## src/inc/sslink_pkg.sv

```systemverilog
// Shared constants, register map and types of the synchronous serial line interface
package sslink_pkg;

   // ***************************************************
   // Register map (byte offsets, one 32-bit word each)
   // ***************************************************
   localparam logic [7:0] ADDR_CTRL = 8'h00;
   localparam logic [7:0] ADDR_SYNC = 8'h04;
   localparam logic [7:0] ADDR_TXD  = 8'h08;
   localparam logic [7:0] ADDR_RXD  = 8'h0C;
   localparam logic [7:0] ADDR_ST   = 8'h10;
   localparam logic [7:0] ADDR_MASK = 8'h14;

   // Control fields
   localparam int CTRL_W    = 11;
   localparam int CTRL_RXIE = 0;
   localparam int CTRL_TXIE = 1;
   localparam int CTRL_STIE = 2;
   localparam int CTRL_STRIP = 3;
   localparam int CTRL_IDLE = 4;
   localparam int CTRL_HDX  = 5;
   localparam int CTRL_DTR  = 6;
   localparam int CTRL_RXEN = 7;
   localparam int CTRL_LEN  = 8;
   localparam logic [CTRL_W-1:0] CTRL_RST = 11'h000;

   // Status events (sticky) and live status bits
   localparam int NUM_EV  = 5;
   localparam int ST_RX   = 0;
   localparam int ST_TX   = 1;
   localparam int ST_CAR  = 2;
   localparam int ST_OVR  = 3;
   localparam int ST_RING = 4;
   localparam int ST_RSYNC = 8;
   localparam int ST_CARL = 9;
   localparam int ST_CTS  = 10;
   localparam int ST_RTS  = 11;
   localparam int BUF_FULL = 15;

   // Character sizes
   localparam int MAXW = 12;
   localparam logic [MAXW-1:0] ALL_ONES = 12'hFFF;

   // Line timing
   localparam int BAUD_MAX = 50000;
   localparam int CLK_NS   = 10;
   localparam int BIT_NS   = 1000000000 / BAUD_MAX;
   localparam int BIT_CYC  = BIT_NS / CLK_NS;
   localparam logic [1:0] RTS_DROP_EDGES = 2'h2;

   typedef enum logic [1:0] {
      RX_HUNT = 2'b00,
      RX_ONE  = 2'b01,
      RX_LOCK = 2'b10
   } rx_state_e;

   typedef enum logic [1:0] {
      TX_OFF   = 2'b00,
      TX_WAIT  = 2'b01,
      TX_RUN   = 2'b10,
      TX_DRAIN = 2'b11
   } tx_state_e;

   // Length code to bits; codes 3..5 give long characters only when built in
   function automatic logic [3:0] char_len(input logic [2:0] code, input logic ext);
      case (code)
         3'h0:    char_len = 4'h6;
         3'h1:    char_len = 4'h7;
         3'h3:    char_len = ext ? 4'hA : 4'h8;
         3'h4:    char_len = ext ? 4'hB : 4'h8;
         3'h5:    char_len = ext ? 4'hC : 4'h8;
         default: char_len = 4'h8;
      endcase
   endfunction

endpackage

```

## src/sync_tx_serializer.sv

```systemverilog
// Transmit shift register: loads a character and shifts it out LSB first
`timescale 1ns/1ps
module sync_tx_serializer #(
   parameter int W = 12
) (
   input  wire logic         core_clk_i,
   input  wire logic         rst_i,
   input  wire logic         bit_en_i,
   input  wire logic         load_i,
   input  wire logic [W-1:0] data_i,
   input  wire logic [3:0]   len_i,
   output logic              line_o,
   output logic              empty_o
);

   logic [W-1:0] sr;
   logic [3:0]   cnt;

   // Count holds bits left including the one on the line; mark when done
   always_ff @(posedge core_clk_i or posedge rst_i) begin
      if (rst_i) begin
         sr     <= '0;
         cnt    <= 4'h0;
         line_o <= 1'b1;
      end else if (bit_en_i) begin
         if (load_i) begin
            line_o <= data_i[0];
            sr     <= data_i >> 1;
            cnt    <= len_i;
         end else if (cnt != 4'h0) begin
            line_o <= (cnt > 4'h1) ? sr[0] : 1'b1;
            sr     <= sr >> 1;
            cnt    <= cnt - 4'h1;
         end
      end
   end

   // Reload wanted at the next bit edge so characters follow back to back
   assign empty_o = (cnt <= 4'h1);
endmodule

```

## src/sync_rx_deserializer.sv

```systemverilog
// Receive shift register with two-character sync hunt and character framing
`timescale 1ns/1ps
module sync_rx_deserializer #(
   parameter int W = 12
) (
   input  wire logic         core_clk_i,
   input  wire logic         rst_i,
   input  wire logic         clear_i,
   input  wire logic         bit_en_i,
   input  wire logic         line_i,
   input  wire logic [3:0]   len_i,
   input  wire logic [W-1:0] sync_i,
   output logic [W-1:0]      char_o,
   output logic              stb_o,
   output logic              synced_o
);

   sslink_pkg::rx_state_e state;
   logic [W-1:0] sr;
   logic [W-1:0] next_sr;
   logic [W-1:0] next_win;
   logic [3:0]   cnt;
   logic         match;
   logic         last;

   // First bit received ends up rightmost: shift in at the top, align down
   assign next_sr  = {line_i, sr[W-1:1]};
   assign next_win = next_sr >> (4'hC - len_i);
   assign match    = (next_win == (sync_i & (sslink_pkg::ALL_ONES >> (4'hC - len_i))));
   assign last     = (cnt == len_i - 4'h1);

   // Hunt bit by bit, then demand a second sync one character later
   always_ff @(posedge core_clk_i or posedge rst_i) begin
      if (rst_i) begin
         state    <= sslink_pkg::RX_HUNT;
         sr       <= '0;
         cnt      <= 4'h0;
         char_o   <= '0;
         stb_o    <= 1'b0;
         synced_o <= 1'b0;
      end else if (clear_i) begin
         state    <= sslink_pkg::RX_HUNT;
         cnt      <= 4'h0;
         stb_o    <= 1'b0;
         synced_o <= 1'b0;
      end else begin
         stb_o <= 1'b0;
         if (bit_en_i) begin
            sr <= next_sr;
            case (state)
               sslink_pkg::RX_HUNT: begin
                  cnt <= 4'h0;
                  if (match) begin
                     state <= sslink_pkg::RX_ONE;
                  end
               end
               sslink_pkg::RX_ONE: begin
                  cnt <= last ? 4'h0 : cnt + 4'h1;
                  if (last) begin
                     state    <= match ? sslink_pkg::RX_LOCK : sslink_pkg::RX_HUNT;
                     synced_o <= match;
                  end
               end
               sslink_pkg::RX_LOCK: begin
                  cnt <= last ? 4'h0 : cnt + 4'h1;
                  if (last) begin
                     char_o <= next_win;
                     stb_o  <= 1'b1;
                  end
               end
               default: state <= sslink_pkg::RX_HUNT;
            endcase
         end
      end
   end
endmodule

```

## src/sync_serial_line_interface.sv

```systemverilog
// Synchronous serial line interface: Wishbone registers, tx/rx control, modem leads
`timescale 1ns/1ps
// Notes on behaviour
// - Character length is 6, 7 or 8 bits, chosen by software, both directions.
// - A build option adds 10, 11 and 12 bit characters.
// - Software sets the sync character, character size and terminal ready output; send request is driven by the transmit sequencer.
// - Sync removal and transmit idle fill have separate software enables.
// - When idling, the sync register is sent instead of the data buffer.
// - Transmit and receive have separate interrupt requests; priority is fixed by build.
// - Both paths are double buffered and interrupt when service is needed.
// - Full or half duplex, chosen by software.
// - Serial in to parallel, parallel out to serial, and drive modem leads.
// - Serial logic works at line rates up to 50,000 baud.
// - Ring raises a status interrupt, only while status interrupts are enabled.
// - Auto answer works through ring interrupt and terminal ready output.
// - Receiver needs two consecutive sync characters before it assembles characters.
// - A character arriving before the previous one is read sets overrun.
// - Without idle fill and no refresh, line goes to mark and send request drops.
// - Status interrupts share the transmit request; carrier change, overrun, ring cause them.
module sync_serial_line_interface #(
   parameter bit EXT_LEN = 1'b0
) (
   input  wire logic        core_clk_i,
   input  wire logic        rst_i,
   input  wire logic        wb_cyc_i,
   input  wire logic        wb_stb_i,
   input  wire logic        wb_we_i,
   input  wire logic [7:0]  wb_adr_i,
   input  wire logic [3:0]  wb_sel_i,
   input  wire logic [31:0] wb_dat_i,
   output logic      [31:0] wb_dat_o,
   output logic             wb_ack_o,
   input  wire logic        line_clk_i,
   input  wire logic        rxd_i,
   input  wire logic        cts_i,
   input  wire logic        carrier_i,
   input  wire logic        ring_i,
   output logic             txd_o,
   output logic             rts_o,
   output logic             dtr_o,
   output logic             rx_irq_o,
   output logic             tx_irq_o,
   output logic             irq_o
);

   localparam int NPIN = 5;
   localparam int W    = sslink_pkg::MAXW;

   logic [sslink_pkg::CTRL_W-1:0] ctrl;
   logic [W-1:0]      sync_chr;
   logic [W-1:0]      sync_m;
   logic [W-1:0]      tx_hold;
   logic [W-1:0]      rx_hold;
   logic [W-1:0]      rx_char;
   logic [W-1:0]      tx_word;
   logic              hold_full;
   logic              rx_full;
   logic [sslink_pkg::NUM_EV-1:0] st;
   logic [sslink_pkg::NUM_EV-1:0] mask;
   logic [sslink_pkg::NUM_EV-1:0] ev;
   logic [sslink_pkg::NUM_EV-1:0] clr;
   logic [NPIN-1:0]   pin_raw;
   logic [NPIN-1:0]   pin_m;
   logic [NPIN-1:0]   pin_s;
   logic [NPIN-1:0]   pin_q;
   logic [3:0]        len;
   logic [15:0]       wmask;
   logic [15:0]       wd;
   logic [31:0]       rdata;
   logic              wb_req;
   logic              wr;
   logic              rd;
   logic              rx_en;
   logic              tx_en;
   logic              car_chg;
   logic              ring_rise;
   logic              cts_s;
   logic              rx_stb;
   logic              rx_synced;
   logic              rx_take;
   logic              rx_rd;
   logic              rx_clear;
   logic              tx_empty;
   logic              tx_load;
   logic              tx_src;
   logic              tx_req;
   logic              rx_req;
   logic              st_req;
   logic [1:0]        drain;
   sslink_pkg::tx_state_e tx_state;

   // ***************************************************
   // Pin synchronisers and line clock edges
   // ***************************************************
   assign pin_raw = {ring_i, carrier_i, cts_i, rxd_i, line_clk_i};

   // Two flops per pin, a third only for edge detection of the clean level
   generate
      for (genvar g = 0; g < NPIN; g++) begin : g_pin
         always_ff @(posedge core_clk_i or posedge rst_i) begin
            if (rst_i) begin
               pin_m[g] <= 1'b0;
               pin_s[g] <= 1'b0;
               pin_q[g] <= 1'b0;
            end else begin
               pin_m[g] <= pin_raw[g];
               pin_s[g] <= pin_m[g];
               pin_q[g] <= pin_s[g];
            end
         end
      end
   endgenerate

   // Sampling at 100 MHz leaves ample margin at the top line rate
   assign rx_en     = pin_s[0] & ~pin_q[0];
   assign tx_en     = ~pin_s[0] & pin_q[0];
   assign cts_s     = pin_s[2];
   assign car_chg   = pin_s[3] ^ pin_q[3];
   assign ring_rise = pin_s[4] & ~pin_q[4];

   // ***************************************************
   // Wishbone slave
   // ***************************************************
   assign wb_req = wb_cyc_i & wb_stb_i;
   assign wr     = wb_req & wb_ack_o & wb_we_i;
   assign rd     = wb_req & wb_ack_o & ~wb_we_i;
   assign wmask  = {{8{wb_sel_i[1]}}, {8{wb_sel_i[0]}}};
   assign wd     = wb_dat_i[15:0] & wmask;
   assign rx_rd  = rd & (wb_adr_i == sslink_pkg::ADDR_RXD);

   // Read mux; unmapped offsets read as zero and ignore writes
   always_comb begin
      rdata = '0;
      case (wb_adr_i)
         sslink_pkg::ADDR_CTRL: rdata[sslink_pkg::CTRL_W-1:0] = ctrl;
         sslink_pkg::ADDR_SYNC: rdata[W-1:0] = sync_chr;
         sslink_pkg::ADDR_TXD: begin
            rdata[W-1:0] = tx_hold;
            rdata[sslink_pkg::BUF_FULL] = hold_full;
         end
         sslink_pkg::ADDR_RXD: begin
            rdata[W-1:0] = rx_hold;
            rdata[sslink_pkg::BUF_FULL] = rx_full;
         end
         sslink_pkg::ADDR_ST: begin
            rdata[sslink_pkg::NUM_EV-1:0] = st;
            rdata[sslink_pkg::ST_RSYNC] = rx_synced;
            rdata[sslink_pkg::ST_CARL]  = pin_s[3];
            rdata[sslink_pkg::ST_CTS]   = cts_s;
            rdata[sslink_pkg::ST_RTS]   = rts_o;
         end
         sslink_pkg::ADDR_MASK: rdata[sslink_pkg::NUM_EV-1:0] = mask;
         default: rdata = '0;
      endcase
   end

   // One wait state: data and ack rise together, ack drops the cycle after
   always_ff @(posedge core_clk_i or posedge rst_i) begin
      if (rst_i) begin
         wb_ack_o <= 1'b0;
         wb_dat_o <= '0;
      end else begin
         wb_ack_o <= wb_req & ~wb_ack_o;
         if (wb_req & ~wb_ack_o) begin
            wb_dat_o <= rdata;
         end
      end
   end

   // ***************************************************
   // Control, sync and mask registers
   // ***************************************************
   always_ff @(posedge core_clk_i or posedge rst_i) begin
      if (rst_i) begin
         ctrl     <= sslink_pkg::CTRL_RST;
         sync_chr <= '0;
         mask     <= '0;
      end else if (wr) begin
         if (wb_adr_i == sslink_pkg::ADDR_CTRL) begin
            ctrl <= (ctrl & ~wmask[sslink_pkg::CTRL_W-1:0]) | wd[sslink_pkg::CTRL_W-1:0];
         end
         if (wb_adr_i == sslink_pkg::ADDR_SYNC) begin
            sync_chr <= (sync_chr & ~wmask[W-1:0]) | wd[W-1:0];
         end
         if (wb_adr_i == sslink_pkg::ADDR_MASK) begin
            mask <= (mask & ~wmask[sslink_pkg::NUM_EV-1:0]) | wd[sslink_pkg::NUM_EV-1:0];
         end
      end
   end

   // Long codes fall back to 8 bits unless the wide option is built in
   assign len    = sslink_pkg::char_len(ctrl[sslink_pkg::CTRL_LEN+:3], EXT_LEN);
   assign sync_m = sync_chr & (sslink_pkg::ALL_ONES >> (4'hC - len));
   assign dtr_o  = ctrl[sslink_pkg::CTRL_DTR];

   // ***************************************************
   // Receive path
   // ***************************************************
   // Half duplex: our own send request blanks the receiver to avoid echo
   assign rx_clear = ~ctrl[sslink_pkg::CTRL_RXEN] | (ctrl[sslink_pkg::CTRL_HDX] & rts_o);

   sync_rx_deserializer #(
      .W (W)
   ) u_rx (
      .core_clk_i (core_clk_i),
      .rst_i      (rst_i),
      .clear_i    (rx_clear),
      .bit_en_i   (rx_en),
      .line_i     (pin_s[1]),
      .len_i      (len),
      .sync_i     (sync_chr),
      .char_o     (rx_char),
      .stb_o      (rx_stb),
      .synced_o   (rx_synced)
   );

   // Sync characters are dropped here when removal is on
   assign rx_take = rx_stb & ~(ctrl[sslink_pkg::CTRL_STRIP] & (rx_char == sync_m));

   // Holding register behind the shifter; a new character beats a read
   always_ff @(posedge core_clk_i or posedge rst_i) begin
      if (rst_i) begin
         rx_hold <= '0;
         rx_full <= 1'b0;
      end else if (rx_take) begin
         rx_hold <= rx_char;
         rx_full <= 1'b1;
      end else if (rx_rd) begin
         rx_full <= 1'b0;
      end
   end

   // ***************************************************
   // Transmit path
   // ***************************************************
   assign tx_src  = hold_full | ctrl[sslink_pkg::CTRL_IDLE];
   assign tx_word = hold_full ? tx_hold : sync_chr;
   assign tx_load = tx_en & tx_empty & (((tx_state == sslink_pkg::TX_WAIT) & cts_s & tx_src)
                                        | ((tx_state == sslink_pkg::TX_RUN) & tx_src)
                                        | ((tx_state == sslink_pkg::TX_DRAIN) & hold_full));

   // Holding register; a write in the load cycle keeps the new word pending
   always_ff @(posedge core_clk_i or posedge rst_i) begin
      if (rst_i) begin
         tx_hold   <= '0;
         hold_full <= 1'b0;
      end else if (wr && wb_adr_i == sslink_pkg::ADDR_TXD) begin
         tx_hold   <= (tx_hold & ~wmask[W-1:0]) | wd[W-1:0];
         hold_full <= 1'b1;
      end else if (tx_load & hold_full) begin
         hold_full <= 1'b0;
      end
   end

   // Send request sequencing; data starts only after clear to send
   always_ff @(posedge core_clk_i or posedge rst_i) begin
      if (rst_i) begin
         tx_state <= sslink_pkg::TX_OFF;
         rts_o    <= 1'b0;
         drain    <= 2'h0;
      end else if (tx_en) begin
         case (tx_state)
            sslink_pkg::TX_OFF: begin
               if (hold_full) begin
                  rts_o    <= 1'b1;
                  tx_state <= sslink_pkg::TX_WAIT;
               end
            end
            sslink_pkg::TX_WAIT: begin
               if (cts_s) begin
                  tx_state <= sslink_pkg::TX_RUN;
               end
            end
            sslink_pkg::TX_RUN: begin
               drain <= 2'h0;
               if (tx_empty & ~tx_src) begin
                  tx_state <= sslink_pkg::TX_DRAIN;
               end
            end
            sslink_pkg::TX_DRAIN: begin
               if (hold_full) begin
                  tx_state <= sslink_pkg::TX_RUN;
               end else if (drain == sslink_pkg::RTS_DROP_EDGES - 2'h1) begin
                  rts_o    <= 1'b0;
                  tx_state <= sslink_pkg::TX_OFF;
               end else begin
                  drain <= drain + 2'h1;
               end
            end
            default: tx_state <= sslink_pkg::TX_OFF;
         endcase
      end
   end

   sync_tx_serializer #(
      .W (W)
   ) u_tx (
      .core_clk_i (core_clk_i),
      .rst_i      (rst_i),
      .bit_en_i   (tx_en),
      .load_i     (tx_load),
      .data_i     (tx_word),
      .len_i      (len),
      .line_o     (txd_o),
      .empty_o    (tx_empty)
   );

   // ***************************************************
   // Status and interrupts
   // ***************************************************
   // Idle sync sends raise no transmit event, only real data does
   always_comb begin
      ev = '0;
      ev[sslink_pkg::ST_RX]   = rx_take;
      ev[sslink_pkg::ST_TX]   = tx_load & hold_full;
      ev[sslink_pkg::ST_CAR]  = car_chg;
      ev[sslink_pkg::ST_OVR]  = rx_take & rx_full & ~rx_rd;
      ev[sslink_pkg::ST_RING] = ring_rise;
      clr = (wr && wb_adr_i == sslink_pkg::ADDR_ST) ? wd[sslink_pkg::NUM_EV-1:0] : '0;
   end

   // Sticky bits, write one to clear; a new event wins over the clear
   always_ff @(posedge core_clk_i or posedge rst_i) begin
      if (rst_i) begin
         st <= '0;
      end else begin
         st <= (st & ~clr) | ev;
      end
   end

   // Priority is fixed by wiring these to separate request lines
   assign st_req = ctrl[sslink_pkg::CTRL_STIE] & (|(st[4:2] & mask[4:2]));
   assign tx_req = (ctrl[sslink_pkg::CTRL_TXIE] & st[sslink_pkg::ST_TX] & mask[sslink_pkg::ST_TX]) | st_req;
   assign rx_req = ctrl[sslink_pkg::CTRL_RXIE] & st[sslink_pkg::ST_RX] & mask[sslink_pkg::ST_RX];

   always_ff @(posedge core_clk_i or posedge rst_i) begin
      if (rst_i) begin
         tx_irq_o <= 1'b0;
         rx_irq_o <= 1'b0;
         irq_o    <= 1'b0;
      end else begin
         tx_irq_o <= tx_req;
         rx_irq_o <= rx_req;
         irq_o    <= tx_req | rx_req;
      end
   end
endmodule

```

## config.mk

```make
export PLATFORM = sky130hd
export DESIGN_NAME = sync_serial_line_interface
export DESIGN_NICKNAME = d
export VERILOG_FILES = /design/src/inc/sslink_pkg.sv /design/src/sync_tx_serializer.sv /design/src/sync_rx_deserializer.sv /design/src/sync_serial_line_interface.sv
export SDC_FILE = /design/constraint.sdc
export NUM_CORES = 1
export LEC_CHECK = 0
export ABC_CLOCK_PERIOD_IN_PS = 4300
export BUFFER_PORTS_ARGS = -buffer_cell sky130_fd_sc_hd__buf_2
export CAP_MARGIN = 10
export CORE_UTILIZATION = 30
export CTS_BUF_LIST = sky130_fd_sc_hd__clkbuf_8
export CTS_CLUSTER_DIAMETER = 30
export DETAILED_ROUTE_END_ITERATION = 8
export PLACE_DENSITY = 0.59
export SETUP_SLACK_MARGIN = 0.02
export SYNTH_ARGS = -nofsm -noshare
export SYNTH_HDL_FRONTEND = slang
export SYNTH_HIERARCHICAL = 1
export SYNTH_SLANG_ARGS = --single-unit
```

## constraint.sdc

```tcl
create_clock -name core_clk_i -period 4.3 [get_ports core_clk_i]
set_clock_uncertainty 0.05 [all_clocks]
set_input_delay 0.215 -clock core_clk_i [delete_from_list [all_inputs] [get_ports core_clk_i]]
set_output_delay 0.215 -clock core_clk_i [all_outputs]
set_load 0.02 [all_outputs]
```

Yosys cells after proc, flatten, opt, wreduce, memory -nomap -nowiden
Cells that the tools add are included.
W data, S select, Z words.
Word-level totals
  output and inout port bits: 39
  memory bits (writable): 0
  memories kept: 0
  word-level logic and storage cells: 213
  input port bits: 54
  latch bits: 0
  ROM bits: 0
  register bits: 143
Operators by class
  order comparisons: 2
  mux-type cells: 50
  divide/modulo/power cells: 0
  $mul: 0
  shifts and indexed selects: 2
  $add $sub $neg: 5
  equality and inequality tests: 25
  bitwise gates (word level): 61
  reductions and logical operators: 30
Operator list (count)
  $and A12 B12 Y12: 4
  $mux W12: 3
  $pmux W5 S6: 1
  $and A1 B1 Y1: 27
  $eq A12 B12 Y1: 2
  $mux W2: 12
  $or A12 B12 Y12: 2
  $mux W4: 5
  $mux W1: 18
  $eq A8 B4 Y1 const B: 2
  $eq A8 B5 Y1 const B: 2
  $pmux W4 S2: 2
  $reduce_bool A2 Y1: 8
  $pmux W3 S5: 1
  $not A12 Y12: 1
  $pmux W3 S4: 1
  $reduce_and A2 Y1: 6
  $reduce_and A4 Y1: 3
  $shr A12 B4 Y12: 1
  $shr A12 B4 Y12 const A: 1
  $and A11 B11 Y11: 1
  $not A11 Y11: 1
  $or A11 B11 Y11: 1
  $and A5 B5 Y5: 2
  other kinds (36): 68

Longest topological paths before layout
Gate-level depths: netlist (run 1).
  word-level depth: 12
  mapped depth: 15
  depth with buffers taken out: 11

Hierarchy
Netlist (run 1), hierarchy kept.
By module, submodules not included
  sync_serial_line_interface: seq. area each 2352.3 um^2, cells each 387, instances 1, area each 4670.7 um^2
  sync_rx_deserializer: seq. area each 775.7 um^2, cells each 265, instances 1, area each 2329.7 um^2
  sync_tx_serializer: seq. area each 401.6 um^2, cells each 85, instances 1, area each 923.4 um^2

Worst setup path after synthesis (run 1)
OpenSTA, ideal clock, no wires.
  path type: register to register
  start: register with a tool-made name
  end: register u_rx.synced_o
  stages on the path, launching flop included: 15
  buffers on the path: 3
  setup slack: 283 ps
  data arrival time: 3889 ps
  cell sequence: dfrtp_1 -> nor2_1 -> and2_1 -> buf_4 -> inv_2 -> ha_1 -> buf_4 -> buf_12 -> mux2i_1 -> mux4_2 -> a221o_1 -> nor4b_2 -> o2111ai_1 -> or4_1 -> a21oi_1
RTL lines
  end signal, assigned: RTL line sync_rx_deserializer.sv:61  | synced_o <= match;
  end, declared: RTL line sync_rx_deserializer.sv:15  | output logic synced_o

==> results.yml, run 1 <==
logic_synthesis:
  synth_ff_type: "dfrtp_1"
  synthTopCellsByArea: "dfrtp_1, mux2_2, mux2i_1, nand2_1, mux2_4"
  async_reset_ff_share_pct: 100.0
  synth_area_um2: 7924
  synth_top_cell_area_share_pct: 44.21
  synth_area_per_cell_um2: 10.75
  syn-instance-count: 737
  ys_ff_latch: 141
  synth_edf_count: 0
  synth_warnings: 6
  yosysTopAreaCell: "dfrtp_1"
  ys_seq_area_share_pct: 44.54
  synth_cell_type_count: 83
placement:
  post-place-ws_ns: 0.2983
  dp_hpwl_mm: 14.03
  gp_congestion: 0.8049
  io_buffer_count: 51
timing:
  grt_setup_unrepaired: "false"
  fin_crit_sh_pct: 90.05
  fin_ws_ns: 0.4277
  max_slew.worst_pin.slew_ns: 1.097
  slew_viol_final: 0
  fin_crit_ns: 3.872
  fin_tns_setup_ns: 0
  final-setup-viol-count: 0
  slew_headroom_pct: 26.63
  fmax_ghz: 0.2582
  finalHoldViolCount: 0
detailed_routing:
  routedWlPerCell_um: 16.78
  route.detailed.drc: 0
  via_count: 5747
  drtIter0Drc: 332
  antenna_left: 0
  dr.pass1.iters: 7
  avgViaCountPerCell: 5.015
  routed_wl_mm: 19.23
floorplanning:
  core-area_um2: 25980
  die_area_um2: 27070
  die_h_um: 164.5
  io_pins: 93
  initial_utilization_pct: 30.49
  num_rows: 59
  die_w_um: 164.5
global_route:
  grt_max_degree: 67
  gr-usage-all-layers_pct: 15.09
  grt_pass1_vias: 5688
  grt_overflow_total: 0
  antenna_found_initial: 0
  grt_pass1_wl_mm: 31.53
critical_path:
  path_buf_inv: 2
  path_delay_family: "simple AND/OR/NAND/NOR gates"
  required_ns: 4.63
  r2r_slack_ns: 0.43
  max_stage_delay_ns: 0.54
  start_kind: "flop"
  worstSetupPathType: "flop to flop"
  worstPathArrival_ns: 4.21
  path_max_fanout: 12
  cp_cell_sequence: "nor2_1 > buf_4 > inv_1 > ha_2 > mux2i_1 > mux4_2 > a221o_1 > nor4b_2 > o2111ai_1 > or4_1 > a21oi_1"
  reg2regPathDepth: 11
  worst_setup_path_end_kind: "flop"
  crit_slowest_cell: "ha_2"
  rr_endpoint: "u_rx/synced_o$_DFFE_PP0P_"
run:
  cap_violations: 0
clock_tree:
  clock_latency_ns: 0.46
  htree_levels: 4
  post_cts_buffers: 0
  path_clk_slew_ns: 0.10
  cts_buffer_depth: 2
  clock-sinks: 141
  cts-root-buf: "clkbuf_8"
  cts_tree: "built"
  cts_buffers: 17
cells_and_area:
  layout_commonest_cell: "dfrtp_1"
  drive_above_1_share_pct: 25.52
  nNetsFinal: 863
  final_cell_mix: "dfrtp_1, nand2_1, mux2_2"
  n_antenna_cell: 0
  syn_to_final_growth_pct: 13.15
power_and_ir_drop:
  powerDensity_nw_per_um2: 335.4
  leakage_nw: 4.124
  vdd_drop_max_mv: 0.1721
min_path:
  hold_depth: 3
  hold-path-endpoint: "rx_full$_DFFE_PP0P_"
  hp-start: "wb_we_i"
  hp-class: "primary input to flop"
status:
  status: "finished clean"
cell type report:
type / count / area [µm²]
inverter: 25 / 96.34
timing repair buffer: 81 / 520.5
clock buffer: 18 / 247.7
tap: 335 / 419.2
clock inverter: 14 / 146.4
multi-input combinational: 532 / 4006
sequential: 141 / 3530
fill: 2642 / 17020
power by group:
group | leakage [nW] | switching (mW) | internal (mW)
sequential | 1.88 | 0.111 | 1.39
clock | 0.198 | 0.612 | 0.449
combinational | 2.04 | 0.253 | 0.189
total | 4.12 | 0.975 | 2.03
timing repair:
action / in CTS / in global routing
resized for setup: 0 / 1
setup endpoints to repair: 0 / 3
hold endpoints to repair: 139 / 0
hold buffers: 16 / 0
logic make-up (layout without fill, tap and decap cells):
| logic type | count (synthesis) | after routing | synth area share, % |
|---|---|---|---|
| AND/OR/NAND/NOR | 207 | 207 | 13.33 |
| buffers and inverters | 82 | 138 | 5.843 |
| XOR/XNOR | 31 | 31 | 3.426 |
| multiplexers | 121 | 121 | 18.05 |
| adder cells (fa/ha/maj) | 11 | 11 | 1.737 |
| flip-flops | 141 | 141 | 44.54 |
| AO/OA/AOI/OAI | 143 | 143 | 13.03 |
| other | 1 | 19 | 0.04733 |
routing by layer:
metal / GRT usage, % / routed length [µm] / vias to the layer above
met1: 20.41 / 9162 / 2841
met4: 4.045 / 284 / 0
met3: 2.988 / 782 / 19
met5: 0 / 0 / -
li1: - / - / 2763
met2: 24.45 / 9004 / 124
worst max-delay path by stage:
stage,start,end,slack (ns),depth (start not counted)
after floorplan,flop,u_rx/synced_o$_DFFE_PP0P_,0.28,14
after global placement,flop,u_rx/synced_o$_DFFE_PP0P_,0.38,11
after detailed placement,flop,u_rx/synced_o$_DFFE_PP0P_,0.30,11
after CTS,flop,u_rx/synced_o$_DFFE_PP0P_,0.26,11
after global routing,flop,u_rx/synced_o$_DFFE_PP0P_,0.12,11
final,flop,u_rx/synced_o$_DFFE_PP0P_,0.43,11
synthesized netlist by cell type, types with 12 or more instances:
master    instances
inv_1            21
xnor2_1          18
nor3_1           13
dfrtp_1         140
nand3_1          18
mux2i_1          45
clkbuf_1         16
nand2_1          84
mux2_4           12
buf_4            22
o21ai_0          29
nor2_1           37
mux2_2           57
xor2_1           13
metrics by stage:
stage                     std cells  hold slack (ns)  power [mW]  utilization, %  instance area, µm²
after floorplan                 755          0.07802       1.858               -                7991
after global placement         1098           0.2782       1.961           32.36                8409
after detailed placement       1098           0.2745       1.966           32.36                8409
after CTS                      1146         0.001140       3.046           34.50                8964
after global routing           1146         0.001615       3.165           34.51                8966
final                          1146          0.01954       3.008           34.51                8966
worst register-to-register path, stage by stage, from the launching register on:
cell and delay (ns):
dfrtp_1 0.45, nor2_1 0.20, buf_4 0.20, inv_1 0.09
ha_2 0.54, mux2i_1 0.18, mux4_2 0.53, a221o_1 0.38
nor4b_2 0.22, o2111ai_1 0.31, or4_1 0.54, a21oi_1 0.13
Note: power is estimated with default switching activity, not from simulation.
==> run 2: changes to the inputs <==
--- a/config.mk
+++ b/config.mk
@@ -8,6 +8,7 @@
 export ABC_CLOCK_PERIOD_IN_PS = 4300
 export BUFFER_PORTS_ARGS = -buffer_cell sky130_fd_sc_hd__buf_2
 export CAP_MARGIN = 10
+export CORE_ASPECT_RATIO = 0.5
 export CORE_UTILIZATION = 30
 export CTS_BUF_LIST = sky130_fd_sc_hd__clkbuf_8
 export CTS_CLUSTER_DIAMETER = 30
==> run 2 against run 1 <==
Critical path depth unchanged; hold slack better by 0.0035 ns; first-iteration DRC count up 36%; total power up 1.1%; non-clock buffer count unchanged; critical path type unchanged; combinational power up 2%; highest routed layer unchanged; register-to-register slack worse by 0.12 ns.
==> results.yml, run 2 (same netlist as run 1, synthesis figures left out) <==
cells_and_area:
  layout_commonest_cell: "dfrtp_1"
  final_cell_mix: "dfrtp_1, nand2_1, mux2_2"
  multi_input_area_um2: 4010
  seq_area_um2: 3530
  syn_to_final_growth_pct: 13.36
  fillers: 2574
  fin_util_pct: 35.16
  nNetsFinal: 863
  n_antenna_cell: 0
  stdcell_area_um2: 8982
  drive_above_1_share_pct: 25.65
clock_tree:
  cts_buffer_depth: 2
  holdBufCountCts: 14
  clock-sinks: 141
  cts_buffers: 17
  clock_latency_ns: 0.46
  post_cts_buffers: 0
  path_clk_slew_ns: 0.09
  cts-root-buf: "clkbuf_8"
  htree_levels: 4
  cts_tree: "built"
  post_cts_resized: 0
critical_path:
  rr_endpoint: "u_rx/synced_o$_DFFE_PP0P_"
  max_stage_delay_ns: 0.70
  crit_slowest_cell: "ha_1"
  required_ns: 4.62
  start_kind: "flop"
  worstPathArrival_ns: 4.32
  cp_cell_sequence: "nor2_1 > and2_1 > inv_2 > ha_1 > mux2i_1 > mux4_2 > a221o_1 > nor4b_2 > o2111ai_1 > or4_1 > a21oi_1"
  worstSetupPathType: "flop to flop"
  path_delay_family: "simple AND/OR/NAND/NOR gates"
  path_max_fanout: 14
  reg2regPathDepth: 11
  r2r_slack_ns: 0.30
  path_buf_inv: 1
  worst_setup_path_end_kind: "flop"
floorplanning:
  core-area_um2: 25550
  num_rows: 41
  die_w_um: 231.8
  io_pins: 93
  die_h_um: 116.9
  die_area_um2: 27110
  initial_utilization_pct: 31.02
global_route:
  antenna_found_initial: 0
  grt_pass1_vias: 5625
  grt_pass1_wl_mm: 31.65
  gr-usage-all-layers_pct: 15.19
  grt_max_degree: 59
  grt_overflow_total: 0
timing:
  grt_setup_unrepaired: "false"
  fin_ws_ns: 0.3033
  fin_crit_ns: 3.997
  finalHoldViolCount: 0
  max_slew.worst_pin.slew_ns: 1.160
  final-setup-viol-count: 0
  slew_headroom_pct: 22.42
  slew_viol_final: 0
  fin_tns_setup_ns: 0
  fin_crit_sh_pct: 92.95
  fmax_ghz: 0.2502
detailed_routing:
  antenna_left: 0
  avgViaCountPerCell: 5.032
  drtIter0Drc: 451
  routed_wl_mm: 19.76
  dr.pass1.iters: 5
  routedWlPerCell_um: 17.11
  via_count: 5812
  route.detailed.drc: 0
placement:
  post-place-ws_ns: 0.3386
  gp_congestion: 0.8538
  placed_area_um2: 8434
  io_buffer_count: 51
  dp_hpwl_mm: 14.42
min_path:
  hold_depth: 2
  hp-class: "primary input to flop"
  hp-start: "wb_dat_i[5]"
run:
  cap_violations: 0
power_and_ir_drop:
  power_mw: 3.041
  vdd_drop_max_mv: 0.2568
  powerDensity_nw_per_um2: 338.5
  leakage_nw: 4.122
status:
  status: "finished clean"
## run 2: worst max-delay path by stage
stage / start / endpoint / slack, ns / cells after the start
global placement: flop / u_rx/synced_o$_DFFE_PP0P_ / 0.40 / 11
finish: flop / u_rx/synced_o$_DFFE_PP0P_ / 0.30 / 11
global route: flop / u_rx/state[0]$_DFFE_PP0P_ / 0.03 / 11
floorplan: flop / u_rx/synced_o$_DFFE_PP0P_ / 0.28 / 14
CTS: flop / u_rx/synced_o$_DFFE_PP0P_ / 0.30 / 11
detailed placement: flop / u_rx/synced_o$_DFFE_PP0P_ / 0.34 / 11
## run 2: layer usage
metal | GRT usage, % | vias up | part of all wire, % | wire length (µm)
met5 | 0 | - | 0 | 0
met4 | 4.167 | 0 | 1.0 | 203
met3 | 2.447 | 15 | 3.2 | 642
met2 | 24.68 | 123 | 46 | 9179
met1 | 21.10 | 2908 | 49 | 9731
li1 | - | 2766 | - | -
## run 2: where the power goes
group / internal, mW / leakage [nW] / switching, mW / total, mW
Clock: 0.496 / 0.195 / 0.586 / 1.08
Combinational: 0.189 / 2.04 / 0.260 / 0.449
Sequential: 1.39 / 1.88 / 0.115 / 1.51
## run 2: area by class of cell
type / instances / area share [%]
Multi-Input combinational cell: 532 / 44.64
Tap cell: 344 / 4.792
Timing Repair Buffer: 81 / 5.767
Clock inverter: 14 / 1.672
Inverter: 25 / 1.073
Sequential cell: 141 / 39.30
Clock buffer: 18 / 2.758
## run 2: through the flow
step | hold WS [ns] | std cells
after floorplan | 0.07802 | 755
after global placement | 0.2750 | 1108
after detailed placement | 0.2743 | 1108
after CTS | 0.0005979 | 1154
after global routing | 0.002679 | 1155
final | 0.02305 | 1155
## run 2: worst reg2reg max path, delay by kind of cell, from the launching register on
kind | cells | cell delay (ns)
muxes | 2 | 0.78
AOI/OAI and AO/OA | 3 | 0.79
and+or+nand+nor | 4 | 1.13
adders and majority gates | 1 | 0.70
DFF | 1 | 0.43
buffers and inverters | 1 | 0.04
==> run 3: changes to the inputs <==
--- a/config.mk
+++ b/config.mk
@@ -13,9 +13,8 @@
 export CTS_BUF_LIST = sky130_fd_sc_hd__clkbuf_8
 export CTS_CLUSTER_DIAMETER = 30
 export DETAILED_ROUTE_END_ITERATION = 8
-export PLACE_DENSITY = 0.59
+export PLACE_DENSITY = 0.6
 export SETUP_SLACK_MARGIN = 0.02
 export SYNTH_ARGS = -nofsm -noshare
 export SYNTH_HDL_FRONTEND = slang
-export SYNTH_HIERARCHICAL = 1
 export SYNTH_SLANG_ARGS = --single-unit
==> run 3 against run 2 <==
Non-clock buffer count decreased by 12; final cell count down 15%; total power fell by 5.7%; combinational power down 43%; register-to-register slack better by 1.1 ns; routed wire length shrank 20%; core utilization is 0.35 points higher; fmax up 39%; final area shrank 14%; sequential power shrank 8%.
==> results.yml, run 3 <==
detailed_routing:
  route.detailed.drc: 0
  routedWlPerCell_um: 16.08
  routed_wl_mm: 15.84
  antenna_left: 0
  avgViaCountPerCell: 4.836
  via_count: 4763
  drtIter0Drc: 344
  dr.pass1.iters: 5
power_and_ir_drop:
  leakage_nw: 3.530
  p_clk_share_pct: 42.5
  powerDensity_nw_per_um2: 370.9
  comb_power_share_pct: 8.9
  vdd_drop_max_mv: 0.1578
  switchingPower_mw: 0.7658
  power_mw: 2.868
  intPower_mw: 2.102
  netSwitchingFraction_pct: 26.70
  sequentialPowerShare_pct: 48.6
logic_synthesis:
  ys_top_cells_by_count: "dfrtp_1, nand2_1, mux2_2"
  syn-instance-count: 625
  synth_edf_count: 0
  synth_cell_type_count: 54
  ys_ff_latch: 137
  ys_seq_area_share_pct: 51.17
  async_reset_ff_share_pct: 100.0
  synth_area_per_cell_um2: 10.72
  yosysMostFrequentCell: "dfrtp_1"
  synth_ff_type: "dfrtp_1"
  synth_warnings: 0
  synth_area_um2: 6703
  synth_top_cell_area_share_pct: 50.77
  synthTopCellsByArea: "dfrtp_1, mux2_2, nand2_1, xnor2_1, o21ai_0"
  yosysTopAreaCell: "dfrtp_1"
cells_and_area:
  nNetsFinal: 734
  fin_util_pct: 35.51
  post_layout_nonfiller_instances: 985
  syn_to_final_growth_pct: 15.36
  stdcell_area_um2: 7732
  layout_commonest_cell: "dfrtp_1"
  final_cell_mix: "dfrtp_1, nand2_1, mux2_2"
  drive_above_1_share_pct: 24.53
  n_antenna_cell: 0
critical_path:
  reg2regPathDepth: 5
  start_kind: "flop"
  max_stage_delay_ns: 0.99
  crit_slowest_cell: "o41ai_4"
  worstPathArrival_ns: 3.16
  required_ns: 4.58
  r2r_slack_ns: 1.42
  path_delay_family: "compound AO/OA/AOI/OAI gates"
  rr_endpoint: "rx_hold[4]$_DFFE_PP0P_"
  path_buf_inv: 0
  worst-path-stages: 5
  worst_setup_path_end_kind: "flop"
  path_max_fanout: 21
  cp_cell_sequence: "or2_2 > o21ai_0 > xnor2_1 > o41ai_4 > mux2_2"
  worstSetupPathType: "flop to flop"
  endpoint: "rx_hold[4]$_DFFE_PP0P_"
timing:
  final-setup-viol-count: 0
  fin_tns_setup_ns: 0
  slew_viol_final: 0
  finalHoldViolCount: 0
  fmax_ghz: 0.3478
  max_slew.worst_pin.slew_ns: 1.055
  holdWs_ns: 0.01545
  slew_headroom_pct: 29.40
  fin_crit_ns: 2.875
  fin_crit_sh_pct: 66.86
  fin_ws_ns: 1.425
  grt_setup_unrepaired: "false"
clock_tree:
  cts_buffers: 17
  htree_levels: 4
  clock-sinks: 137
  clock_latency_ns: 0.46
  cts_tree: "built"
  cts-root-buf: "clkbuf_8"
  cts_buffer_depth: 2
  post_cts_buffers: 0
  path_clk_slew_ns: 0.08
global_route:
  grt_pass1_wl_mm: 25.41
  grt_pass1_vias: 4624
  antenna_found_initial: 0
  gr-usage-all-layers_pct: 14.48
  grt_max_degree: 58
  grt_overflow_total: 0
min_path:
  hp-class: "primary input to flop"
floorplanning:
  initial_utilization_pct: 30.78
  die_h_um: 107.7
  die_area_um2: 22980
  io_pins: 93
  core-area_um2: 21780
  num_rows: 38
  die_w_um: 213.4
run:
  cap_violations: 0
placement:
  dp_hpwl_mm: 11.35
  io_buffer_count: 51
  dpl.cell_count: 940
  post-place-ws_ns: 1.421
  placed_area_um2: 7143
  gp_congestion: 0.8403
status:
  status: "finished clean"
-- run 3: changes by cell type after synthesis, sizes merged, moves of 12 or more --
cell    change
mux2i      -33
clkbuf     +19
buf        -17
nor2       -13
a211oi     +12
a21oi      +12
o21ai      -12
-- run 3: worst min path at each step --
stage	slack (ns)	start	endpoint	cells after the start
after floorplan	0.20	line_clk_i	pin_m[0]$_DFF_PP0_	0
after global placement	0.26	rst_i	pin_m[0]$_DFF_PP0_	2
after detailed placement	0.26	rst_i	pin_m[0]$_DFF_PP0_	2
after CTS	0.006	wb_dat_i[2]	flop	2
after global routing	0.01	wb_dat_i[6]	flop	2
final	0.02	wb_dat_i[6]	flop	2
-- run 3: cells by family after synthesis --
logic type | share of synthesized area [%]
compound gates | 11.14
xor+xnor | 3.659
flops | 51.17
simple gates | 13.44
mux | 13.89
other cells | 0.05595
buf+inv | 5.152
fa+ha+maj | 1.493
-- run 3: area by class of cell --
| cell class | instances | area, µm² |
|---|---|---|
| Tap cell | 300 | 375.4 |
| Clock inverter | 14 | 211.5 |
| Sequential cell | 137 | 3430 |
| Multi-Input combinational cell | 435 | 2995 |
| Fill cell | 2198 | 14040 |
| Timing Repair Buffer | 69 | 422.9 |
| Clock buffer | 18 | 247.7 |
| Inverter | 12 | 50.05 |
-- run 3: power groups by stage --
stage          Combinational, mW  Clock [mW]  Sequential [mW]
4_1_cts                    0.257        1.24             1.39
3_5_place_dp               0.248           0             1.42
3_3_place_gp               0.242           0             1.42
2_1_floorplan              0.206           0             1.40
5_1_grt                    0.290        1.30             1.40
6_report                   0.255        1.22             1.39
-- run 3: what timing repair did --
item / CTS / global route
resized for setup: 0 / 0
hold endpoints to repair: 78 / 0
hold buffers: 13 / 0
-- run 3: worst register-to-register path, cell delays in order (launching register included) --
cell and delay [ns]:
dfrtp_1 0.40, or2_2 0.49, o21ai_0 0.27, xnor2_1 0.14, o41ai_4 0.99, mux2_2 0.42
-- run 3: layer usage --
metal  vias up  wire length [µm]  share of wire (%)  track usage (%)
li1       2247                 -                  -                -
met1      2343              7676                 48            20.92
met2       157              7046                 44            21.54
met3        16               914                5.8            2.771
met4         0               202                1.3            4.796
met5         -                 0                  0                0
